## config.mk

```make
export PLATFORM = sky130hd
export DESIGN_NAME = csic_top
export DESIGN_NICKNAME = d
export VERILOG_FILES = /design/src/hdl/csic_pkg.sv /design/src/hdl/csic_sync.sv /design/src/hdl/csic_top.sv
export SDC_FILE = /design/constraint.sdc
export NUM_CORES = 1
export LEC_CHECK = 0
export BUFFER_PORTS_ARGS = -buffer_cell sky130_fd_sc_hd__buf_2
export CAP_MARGIN = 5
export CORE_MARGIN = 2
export CORE_UTILIZATION = 40
export CTS_CLUSTER_SIZE = 24
export DETAILED_ROUTE_END_ITERATION = 7
export PLACE_DENSITY_LB_ADDON = 0.15
export SLEW_MARGIN = 20
export SYNTH_ARGS = -nofsm -noshare
export SYNTH_HDL_FRONTEND = slang
export SYNTH_SLANG_ARGS = --single-unit
```

## constraint.sdc

```tcl
create_clock -name clk_in -period 4.5 [get_ports clk_in]
set_clock_uncertainty 0.1 [all_clocks]
set_input_delay 0 -clock clk_in [delete_from_list [all_inputs] [get_ports clk_in]]
set_output_delay 0 -clock clk_in [all_outputs]
set_load 0.02 [all_outputs]
```

## src/hdl/csic_pkg.sv

```systemverilog
// Package: register map, field positions and carriers of the status irq block
`default_nettype none
package csic_pkg;

   ////////////////////////////////////////////////////////////////////////////
   // Register byte addresses on the APB port
   localparam logic [7:0] ADDR_CONFIG = 8'h00;
   localparam logic [7:0] ADDR_ROUTE  = 8'h04;
   localparam logic [7:0] ADDR_STATUS = 8'h08;
   localparam logic [7:0] ADDR_MASK   = 8'h0c;
   localparam logic [7:0] ADDR_PINS   = 8'h10;

   ////////////////////////////////////////////////////////////////////////////
   // Field positions of the config register and of status and mask
   localparam int SEL_LSB        = 4;
   localparam int DETECT_EN_BIT  = 3;
   localparam int READY_EN_BIT   = 2;
   localparam int WARN_EN_BIT    = 1;
   localparam int DEAD_EN_BIT    = 0;

   // Field positions of the route register
   localparam int DIAG_ROUTE_BIT = 5;
   localparam int HOST_ROUTE_BIT = 4;
   localparam int IO_CARD_BIT    = 0;

   ////////////////////////////////////////////////////////////////////////////
   // Select codes with a fixed meaning
   localparam logic [3:0] SEL_NONE  = 4'h0;
   localparam logic [3:0] SEL_LINE1 = 4'h1;
   localparam logic [3:0] SEL_SMI   = 4'h2;
   localparam logic [3:0] SEL_LINE3 = 4'h3;

   ////////////////////////////////////////////////////////////////////////////
   // Values after reset, cycles before arming, and counts of pins and lines
   localparam logic [7:0]  CONFIG_RESET = 8'h00;
   localparam logic [7:0]  ROUTE_RESET  = 8'h00;
   localparam logic [3:0]  STATUS_RESET = 4'h0;
   localparam logic [3:0]  MASK_RESET   = 4'h0;
   localparam logic [31:0] RDATA_RESET  = 32'h0000_0000;
   localparam logic [1:0]  ARM_CYCLES   = 2'h3;
   localparam int          PIN_COUNT    = 6;
   localparam int          LINE_COUNT   = 16;

   ////////////////////////////////////////////////////////////////////////////
   // Card pins, active high, as seen at the socket
   typedef struct packed {
      logic detect_first;
      logic detect_second;
      logic ready;
      logic batt_warn;
      logic batt_dead;
      logic card_status_change_signal;
   } csic_pins_type;

   // Layout of the config register
   typedef struct packed {
      logic [3:0] status_irq_select;
      logic       detect_change_irq_en;
      logic       ready_rise_irq_en;
      logic       batt_warn_irq_en;
      logic       batt_dead_irq_en;
   } csic_cfg_type;

endpackage
`default_nettype wire

```

## src/hdl/csic_sync.sv

```systemverilog
// Module: two flip-flop synchroniser for the asynchronous card pins
`default_nettype none
module csic_sync #(
   parameter int WIDTH = 6
) (
   // Clock, reset, enable
   input  wire logic             clk_in,
   input  wire logic             rst_in,
   input  wire logic             ce_in,
   // Data
   input  wire logic [WIDTH-1:0] d_in,
   output logic      [WIDTH-1:0] q_out
);

   logic [WIDTH-1:0] meta_reg;
   logic [WIDTH-1:0] sync_reg;

   // First stage feeds only the second stage
   genvar i;
   generate
      for (i = 0; i < WIDTH; i = i + 1) begin : g_bit
         always_ff @(posedge clk_in or posedge rst_in) begin
            if (rst_in) begin
               meta_reg[i] <= 1'h0;
               sync_reg[i] <= 1'h0;
            end else if (ce_in) begin
               meta_reg[i] <= d_in[i];
               sync_reg[i] <= meta_reg[i];
            end
         end
      end
   endgenerate

   assign q_out = sync_reg;

endmodule
`default_nettype wire

```

## src/hdl/csic_top.sv

```systemverilog
// Module: card status-change interrupt enables, latching and routing
`default_nettype none
module csic_top (
   // Clock, reset, enable
   input  wire logic                     clk_in,
   input  wire logic                     rst_in,
   input  wire logic                     ce_in,
   // APB slave
   input  wire logic                     psel_in,
   input  wire logic                     penable_in,
   input  wire logic                     pwrite_in,
   input  wire logic [7:0]               paddr_in,
   input  wire logic [31:0]              pwdata_in,
   output logic      [31:0]              prdata_out,
   output logic                          pready_out,
   output logic                          pslverr_out,
   // Card pins, asynchronous
   input  wire csic_pkg::csic_pins_type  card_pins_in,
   // Interrupt outputs
   output logic                          irq_out,
   output logic      [15:0]              legacy_irq_out,
   output logic                          system_management_irq_out,
   output logic                          host_bus_irq_out
);

   ////////////////////////////////////////////////////////////////////////////
   // Declarations
   logic [7:0]              config_reg;
   logic [7:0]              route_reg;
   logic [3:0]              status_reg;
   logic [3:0]              status_next;
   logic [3:0]              mask_reg;
   logic [31:0]             prdata_reg;
   logic                    pready_reg;
   logic                    pslverr_reg;
   logic                    irq_reg;
   logic [15:0]             legacy_reg;
   logic [15:0]             legacy_next;
   logic                    smi_reg;
   logic                    host_reg;
   logic [1:0]              arm_cnt_reg;
   logic                    armed;
   logic [5:0]              pins_raw;
   csic_pkg::csic_pins_type pins;
   csic_pkg::csic_pins_type prev_reg;
   csic_pkg::csic_cfg_type  cfg;
   logic                    io_card;
   logic                    diag_route;
   logic                    host_route;
   logic                    dead_now;
   logic                    dead_prev;
   logic [3:0]              ev_raw;
   logic [3:0]              ev_en;
   logic [3:0]              ev_set;
   logic                    pend;
   logic                    access;
   logic                    done;
   logic                    wr_done;
   logic                    mapped;
   logic [31:0]             rd_data;
   logic [3:0]              sel;

   assign cfg        = csic_pkg::csic_cfg_type'(config_reg);
   assign sel        = cfg.status_irq_select;
   assign io_card    = route_reg[csic_pkg::IO_CARD_BIT];
   assign diag_route = route_reg[csic_pkg::DIAG_ROUTE_BIT];
   assign host_route = route_reg[csic_pkg::HOST_ROUTE_BIT];

   ////////////////////////////////////////////////////////////////////////////
   // APB: one wait cycle so read data comes from a register
   assign access  = psel_in & penable_in & ~pready_reg;
   assign done    = psel_in & penable_in & pready_reg;
   assign wr_done = done & pwrite_in & mapped;

   always_comb begin
      mapped = 1'h1;
      unique case (paddr_in)
         csic_pkg::ADDR_CONFIG: rd_data = {24'h00_0000, config_reg};
         csic_pkg::ADDR_ROUTE:  rd_data = {24'h00_0000, route_reg};
         csic_pkg::ADDR_STATUS: rd_data = {28'h000_0000, status_reg};
         csic_pkg::ADDR_MASK:   rd_data = {28'h000_0000, mask_reg};
         csic_pkg::ADDR_PINS:   rd_data = {26'h00_0000, pins};
         default: begin
            rd_data = 32'h0000_0000;
            mapped  = 1'h0;
         end
      endcase
   end

   always_ff @(posedge clk_in or posedge rst_in) begin
      if (rst_in) begin
         pready_reg  <= 1'h0;
         pslverr_reg <= 1'h0;
         prdata_reg  <= csic_pkg::RDATA_RESET;
      end else if (ce_in) begin
         pready_reg  <= access;
         pslverr_reg <= access & ~mapped;
         if (access && !pwrite_in) begin
            prdata_reg <= rd_data;
         end
      end
   end

   ////////////////////////////////////////////////////////////////////////////
   // Writable registers; all enables and the select clear at reset
   always_ff @(posedge clk_in or posedge rst_in) begin
      if (rst_in) begin
         config_reg <= csic_pkg::CONFIG_RESET;
      end else if (ce_in && wr_done &&
                   paddr_in == csic_pkg::ADDR_CONFIG) begin
         config_reg <= pwdata_in[7:0];
      end
   end

   // Reserved route bits read as zero
   always_ff @(posedge clk_in or posedge rst_in) begin
      if (rst_in) begin
         route_reg <= csic_pkg::ROUTE_RESET;
      end else if (ce_in && wr_done &&
                   paddr_in == csic_pkg::ADDR_ROUTE) begin
         route_reg <= 8'h00;
         route_reg[csic_pkg::DIAG_ROUTE_BIT] <=
            pwdata_in[csic_pkg::DIAG_ROUTE_BIT];
         route_reg[csic_pkg::HOST_ROUTE_BIT] <=
            pwdata_in[csic_pkg::HOST_ROUTE_BIT];
         route_reg[csic_pkg::IO_CARD_BIT] <=
            pwdata_in[csic_pkg::IO_CARD_BIT];
      end
   end

   always_ff @(posedge clk_in or posedge rst_in) begin
      if (rst_in) begin
         mask_reg <= csic_pkg::MASK_RESET;
      end else if (ce_in && wr_done &&
                   paddr_in == csic_pkg::ADDR_MASK) begin
         mask_reg <= pwdata_in[3:0];
      end
   end

   ////////////////////////////////////////////////////////////////////////////
   // Card pins: synchronise, then compare with the last sample
   csic_sync #(
      .WIDTH (csic_pkg::PIN_COUNT)
   ) u_sync (
      .clk_in (clk_in),
      .rst_in (rst_in),
      .ce_in  (ce_in),
      .d_in   (card_pins_in),
      .q_out  (pins_raw)
   );

   assign pins = csic_pkg::csic_pins_type'(pins_raw);

   // Edges are ignored until the sync chain and last sample hold real pins,
   // so a card present at reset does not look like an insertion
   always_ff @(posedge clk_in or posedge rst_in) begin
      if (rst_in) begin
         arm_cnt_reg <= 2'h0;
         prev_reg    <= '0;
      end else if (ce_in) begin
         prev_reg <= pins;
         if (!armed) begin
            arm_cnt_reg <= arm_cnt_reg + 2'h1;
         end
      end
   end

   assign armed = (arm_cnt_reg == csic_pkg::ARM_CYCLES);

   // Source of bit 0 depends on the card type
   assign dead_now  = io_card ? pins.card_status_change_signal
                              : pins.batt_dead;
   assign dead_prev = io_card ? prev_reg.card_status_change_signal
                              : prev_reg.batt_dead;

   // Sample and last sample both follow the card type, so switching it while
   // the two sources differ gives no spurious bit 0 event by itself
   always_comb begin
      ev_raw = 4'h0;
      ev_raw[csic_pkg::DETECT_EN_BIT] =
         (pins.detect_first  ^ prev_reg.detect_first) |
         (pins.detect_second ^ prev_reg.detect_second);
      ev_raw[csic_pkg::READY_EN_BIT] =
         pins.ready & ~prev_reg.ready;
      ev_raw[csic_pkg::WARN_EN_BIT] =
         pins.batt_warn & ~prev_reg.batt_warn;
      ev_raw[csic_pkg::DEAD_EN_BIT] = dead_now & ~dead_prev;
      if (!armed) begin
         ev_raw = 4'h0;
      end
   end

   assign ev_en = {cfg.detect_change_irq_en, cfg.ready_rise_irq_en,
                   cfg.batt_warn_irq_en, cfg.batt_dead_irq_en};
   assign ev_set = ev_raw & ev_en;

   ////////////////////////////////////////////////////////////////////////////
   // Sticky status; a read clears it, but a new event in that cycle stays
   always_comb begin
      status_next = status_reg;
      if (done && !pwrite_in && paddr_in == csic_pkg::ADDR_STATUS) begin
         status_next = 4'h0;
      end
      status_next = status_next | ev_set;
   end

   always_ff @(posedge clk_in or posedge rst_in) begin
      if (rst_in) begin
         status_reg <= csic_pkg::STATUS_RESET;
      end else if (ce_in) begin
         status_reg <= status_next;
      end
   end

   ////////////////////////////////////////////////////////////////////////////
   // Routing of the one combined status-change interrupt
   assign pend = |(status_reg & mask_reg);

   genvar n;
   generate
      for (n = 0; n < csic_pkg::LINE_COUNT; n = n + 1) begin : g_line
         // Code 0 is no line and code 2 is the management irq
         assign legacy_next[n] = pend && sel == 4'(n) &&
                                 sel != csic_pkg::SEL_NONE &&
                                 sel != csic_pkg::SEL_SMI;
      end
   endgenerate

   always_ff @(posedge clk_in or posedge rst_in) begin
      if (rst_in) begin
         irq_reg    <= 1'h0;
         legacy_reg <= 16'h0000;
         smi_reg    <= 1'h0;
         host_reg   <= 1'h0;
      end else if (ce_in) begin
         irq_reg    <= pend;
         legacy_reg <= legacy_next;
         smi_reg    <= pend && sel == csic_pkg::SEL_SMI;
         host_reg   <= pend && sel == csic_pkg::SEL_NONE &&
                       (diag_route || host_route);
      end
   end

   assign prdata_out                = prdata_reg;
   assign pready_out                = pready_reg;
   assign pslverr_out               = pslverr_reg;
   assign irq_out                   = irq_reg;
   assign legacy_irq_out            = legacy_reg;
   assign system_management_irq_out = smi_reg;
   assign host_bus_irq_out          = host_reg;
endmodule
`default_nettype wire
```

Word level (Yosys, flattened, before mapping). Cells that the tools add are included.

Output and inout bits: 53. Flip-flop bits (word level): 92. Input bits: 52.

Reductions and logical operators: 65. Eq/ne operators: 21. Mux-type cells: 6. Bitwise logic cells: 21. Add/sub/neg operators: 1.

Operator list (count): logical AND 1 bit (56); one-hot mux 8 bit (5 select lines) (1); equality test 4 bit, second input constant (8); equality test 4 x 3 -> 1 bit, second input constant (4); equality test 8 x 4 -> 1 bit, second input constant (2); bitwise AND 1 bit (9); bitwise AND 4 bit (2); equality test 4 x 2 -> 1 bit, second input constant (2); equality test 8 x 3 -> 1 bit, second input constant (1); equality test 8 x 5 -> 1 bit, second input constant (1); logical NOT 8 bit (1); 2-to-1 mux 4 bit (2); inverter 1 bit (6); OR reduction 5 bit (1); equality test 4 x 1 -> 1 bit, second input constant (1); logical NOT 4 bit (1); inequality test 4 x 2 -> 1 bit, second input constant (1); OR 4 bit (1); AND reduction 2 bit (2); nonzero test 4 bit (1); OR reduction 4 bit (1); 2-to-1 mux 1 bit (3); adder 2 x 1 -> 2 bit, second input constant (1); equality test 2 bit, second input constant (1); 4 further kinds (5).

Depth between registers and ports, before layout.
Word-level depth: 6. Depth in mapped cells: 6. Gate-level depth less buffers: 4.

By module. A second synthesis with hierarchy kept.

Cell total of the unflattened synthesis: 268. Area, all modules: 3193.1 um^2.

Modules (own cells, without submodules): csic_top (times used 1, cells each 242, sequential area each 1401.3 um^2, area each 2705.1 um^2); csic_sync (times used 1, cells each 26, sequential area each 300.3 um^2, area each 488.0 um^2).

Worst setup path before layout. Ideal clock, no wire load.

Path kind: flip-flop to flip-flop. From: reg pready_reg (netlist: pready_out). To: reg config_reg[0] (netlist: cfg[0]). Cell stages (with the launch flop): 6. Path slack: 2.760 ns. Data arrival time: 1.512 ns. Buffers on the path: 1. Cell sequence: dfrtp_1 and4_1 and4_4 and3_1 buf_4 mux2_1.

Cells in the longest elaborated chain, start to end: 5.

Ends and longest elaborated chain: from (decl) (RTL line csic_top.sv:34) `logic pready_reg;`; from (signal assigned) (RTL line csic_top.sv:96) `pready_reg <= access;`; bitwise AND 1 bit (RTL line csic_top.sv:72) `assign done = psel_in & penable_in & pready_reg;`; bitwise AND 1 bit (2 in a row) (RTL line csic_top.sv:73) `assign wr_done = done & pwrite_in & mapped;`; logical AND 1 bit (2 in a row) (RTL line csic_top.sv:109) `end else if (ce_in && wr_done &&`; to (signal assigned) (RTL line csic_top.sv:108) `config_reg <= csic_pkg::CONFIG_RESET;`; to (signal assigned) (RTL line csic_top.sv:111) `config_reg <= pwdata_in[7:0];`; to (decl) (RTL line csic_top.sv:28) `logic [7:0] config_reg;`.

No other way between the ends. A chain may end at the register's enable or synchronous reset.

Worst setup path after layout.
From: reg pready_reg (netlist: pready_out). To: reg config_reg[4] (netlist: cfg[4]).

Same word-level chain as after synthesis.

==> impl_summary.txt <==
----------------------------------------------------
[Timing]
  Final worst path period need ... 1.92 ns
  Final-report hold violation count ... 0
  RSZ-0062 raised after global routing ... false
  Portion of the clock cycle consumed by the worst path in the final layout ... 0.428
  Slew @ Worst Pin ... 0.847 ns
  Pins over their slew limit ... 0
  Total Neg Setup Slack ... 0 ns
  WHS ... 0.0183 ns
  Setup violation total in the final timing report ... 0
  Slew headroom ... 0.435
  Fmax ... 520 MHz

[Job]
  Max-cap viol count ... 0

[Floorplan]
  Std-Cell Rows ... 32
  Height of the die ... 92.7 um
  Die span in x ... 92.7 um
  Placeable core region ... 0.00769 mm2
  Effective utilization at floorplan ... 0.410
  Die outline area ... 0.00860 mm2
  # IOs ... 105

[Yosys]
  Biggest area consumer among synthesized cells ... sky130_fd_sc_hd__dfrtp_1
  Top area cells in the synthesized netlist ... sky130_fd_sc_hd__dfrtp_1, sky130_fd_sc_hd__mux2_2, sky130_fd_sc_hd__buf_4, sky130_fd_sc_hd__o22ai_1, sky130_fd_sc_hd__mux2_1
  Post-synthesis sequential element count ... 68
  Number of different library cells in the post-synthesis netlist ... 46
  Main synth FF type ... sky130_fd_sc_hd__dfrtp_1
  Combined area of all synthesized cells ... 0.00315 mm2
  Post-synth ARST share ... 1.00
  Count of yosys warnings during synthesis ... 0
  Sequential area share after synthesis ... 0.541
  Post-synth EDFFs ... 0
  Number of standard cells after synthesis ... 274
  Top-area cell type share of the netlist area ... 0.541
  Syn_area_per_cell ... 11.5 um2

[Global routing]
  Global-route wire length before repair ... 10300 um
  GRT Overall Usage ... 0.157
  Number of global-route vias before repair ... 2030
  Maximum number of pins on one net before global-route repair ... 69
  Sum of overflow across all layers after global routing ... 0
  Initial antenna violation count ... 0

[Final layout]
  Growth of design area from synthesis to finish ... 20.1%
  Number of flip-flops in the largest register ... 16
  Ratio of cells with drive above 1 in the final layout ... 0.300
  Total inserted antenna cells ... 0
  Post-layout net count ... 399
  Final Instance Count excl. Fillers ... 452

[Worst setup path]
  Setup crit end kind ... flip-flop
  Crit path arrival time ... 2.04 ns
  Worst-path maximum fanout ... 8
  Critical Path Start Type ... flip-flop
  Critical path required time ... 4.61 ns
  Type of the setup path with the least slack ... reg -> reg

[Power and ir drop]
  Static power due to leakage ... 1.82 nW
  Areal power density over the cells ... 357 mW/mm2
  VDD IR max ... 0.000178 V

[Detailed routing]
  Vias per cell ... 4.81
  Initial detailed-routing violation count ... 108
  Detailed-route DRC error count ... 0
  Mean routed wirelength per cell ... 13.9 um
  Number of iterations in the first detailed-routing pass ... 4
  Overall via count from detail_route ... 2175
  DRT Wirelength ... 6270 um
  Remaining antenna violation count after routing ... 0

[CTS]
  Clock Tree Buf Depth ... 2
  Total clock buffers created by CTS ... 9
  Clock net sink count ... 68
  Master cell of the clock root buffer ... sky130_fd_sc_hd__clkbuf_8
  Clock insertion delay at the later pin of the skew report ... 0.33 ns
  Number of resized instances in the post-cts repair step ... 0
  Clock tree from TritonCTS ... yes
  Clock transition time at the flip-flop clock pins of the worst setup and hold paths ... 0.07 ns
  Number of levels in the clock H-tree ... 3

[Min path]
  Hold Path Class ... in -> reg

[Status]
  Outcome ... finished clean

[Place]
  Number of cells in the design after placement ... 422
  Number of port buffers ... 56
  Detail Placement HPWL ... 4280 um
  RD Place Congestion ... 0.743

----------------------------------------------------
cell type report:
class / instances / area (um2)
Clock buffer: 10 / 128
Clock inverter: 5 / 77.6
Fill cell: 744 / 3910
Inverter: 19 / 71.3
Multi-Input combinational cell: 175 / 1230
Sequential cell: 68 / 1700
Tap cell: 102 / 128
Timing Repair Buffer: 73 / 445
layout by cell type, fill, tap and decap left out, drive strengths merged, types with 2 or more instances in the layout:
cell type,instances
dlygate4sd3,15
nor2b,6
conb,24
clkbuf,10
and4,2
o32ai,2
mux2,35
a32o,2
nand4,2
nor3,3
buf,58
or4b,3
a21oi,4
dfrtp,68
nand3,7
o2bb2ai,2
inv,19
nand2,18
xnor2,2
mux2i,6
bufinv,2
clkinv,2
nand4b,2
o21ai,13
and2,2
nor2,5
a22oi,2
o22ai,15
a22o,2
nand2b,4
synthesized netlist by cell type, types with 5 or more instances:
| master | n |
|---|---|
| sky130_fd_sc_hd__mux2_2 | 27 |
| sky130_fd_sc_hd__o22ai_1 | 15 |
| sky130_fd_sc_hd__o21ai_0 | 9 |
| sky130_fd_sc_hd__inv_1 | 19 |
| sky130_fd_sc_hd__mux2_1 | 8 |
| sky130_fd_sc_hd__nor2b_1 | 6 |
| sky130_fd_sc_hd__mux2i_1 | 6 |
| sky130_fd_sc_hd__buf_2 | 6 |
| sky130_fd_sc_hd__dfrtp_1 | 68 |
| sky130_fd_sc_hd__nand3_1 | 7 |
| sky130_fd_sc_hd__nor2_1 | 5 |
| sky130_fd_sc_hd__nand2_1 | 18 |
| sky130_fd_sc_hd__buf_4 | 25 |
repair_timing:
item / 4_1_cts / 5_1_grt
hold buffers: 15 / 0
buffers inserted: 0 / 0
endpoints found under the hold margin: 89 / 0
critical path, stage by stage, from the launching register on:
cell and delay (ns):
sky130_fd_sc_hd__dfrtp_1 0.37, sky130_fd_sc_hd__and4_1 0.25, sky130_fd_sc_hd__and4_4 0.26, sky130_fd_sc_hd__and3_1 0.46
sky130_fd_sc_hd__mux2_1 0.36
report_power, final:
group	switching [W]	leakage (nW)	internal, W
logic	0.0000790	0.818	0.0000662
clock network	0.000225	0.102	0.000307
registers	0.0000254	0.903	0.000647
total	0.000329	1.82	0.00102
through the flow:
stage	power [W]	area (um2)	util	setup slack, ns
after global routing	0.00141	3780	0.492	2.46
after global placement	0.000818	3420	0.445	2.31
after floorplan	0.000798	3230	-	2.69
after detailed placement	0.000822	3420	0.445	2.31
after CTS	0.00137	3780	0.492	2.57
final	0.00135	3780	0.492	2.58
cell families (layout without fill, tap and decap cells):
family / after synthesis / in the layout / synth area share
XOR/XNOR: 3 / 3 / 0.00835
flip-flops: 68 / 68 / 0.541
AND/OR/NAND/NOR: 61 / 61 / 0.113
AO/OA/AOI/OAI: 45 / 45 / 0.0918
multiplexers: 41 / 41 / 0.144
other: 1 / 24 / 0.00119
buffers and inverters: 54 / 107 / 0.0966
adder cells (fa/ha/maj): 1 / 1 / 0.00397
worst paths after layout:
path                             start            endpoint  slack [ns]  depth (start not counted)
setup / recovery            pready_out              cfg[4]        2.58                          4
hold / removal             paddr_in[6]       prdata_out[5]        0.02                          5
setup reg to reg            pready_out              cfg[4]        2.58                          4
hold reg to reg            prev_reg[2]       status_reg[1]        0.34                          1
max in group asynchronous       rst_in   legacy_irq_out[5]        3.38                          4
min in group asynchronous       rst_in  legacy_irq_out[15]        0.35                          4
per-layer routing:
layer / wire, um / track usage / vias to the layer above
met5: 0 / 0 / -
met4: 48 / 0.0588 / 0
met3: 355 / 0.0439 / 5
met2: 2680 / 0.221 / 74
met1: 3190 / 0.230 / 1036
li1: - / - / 1060
Power figures use the tool's default switching activity.
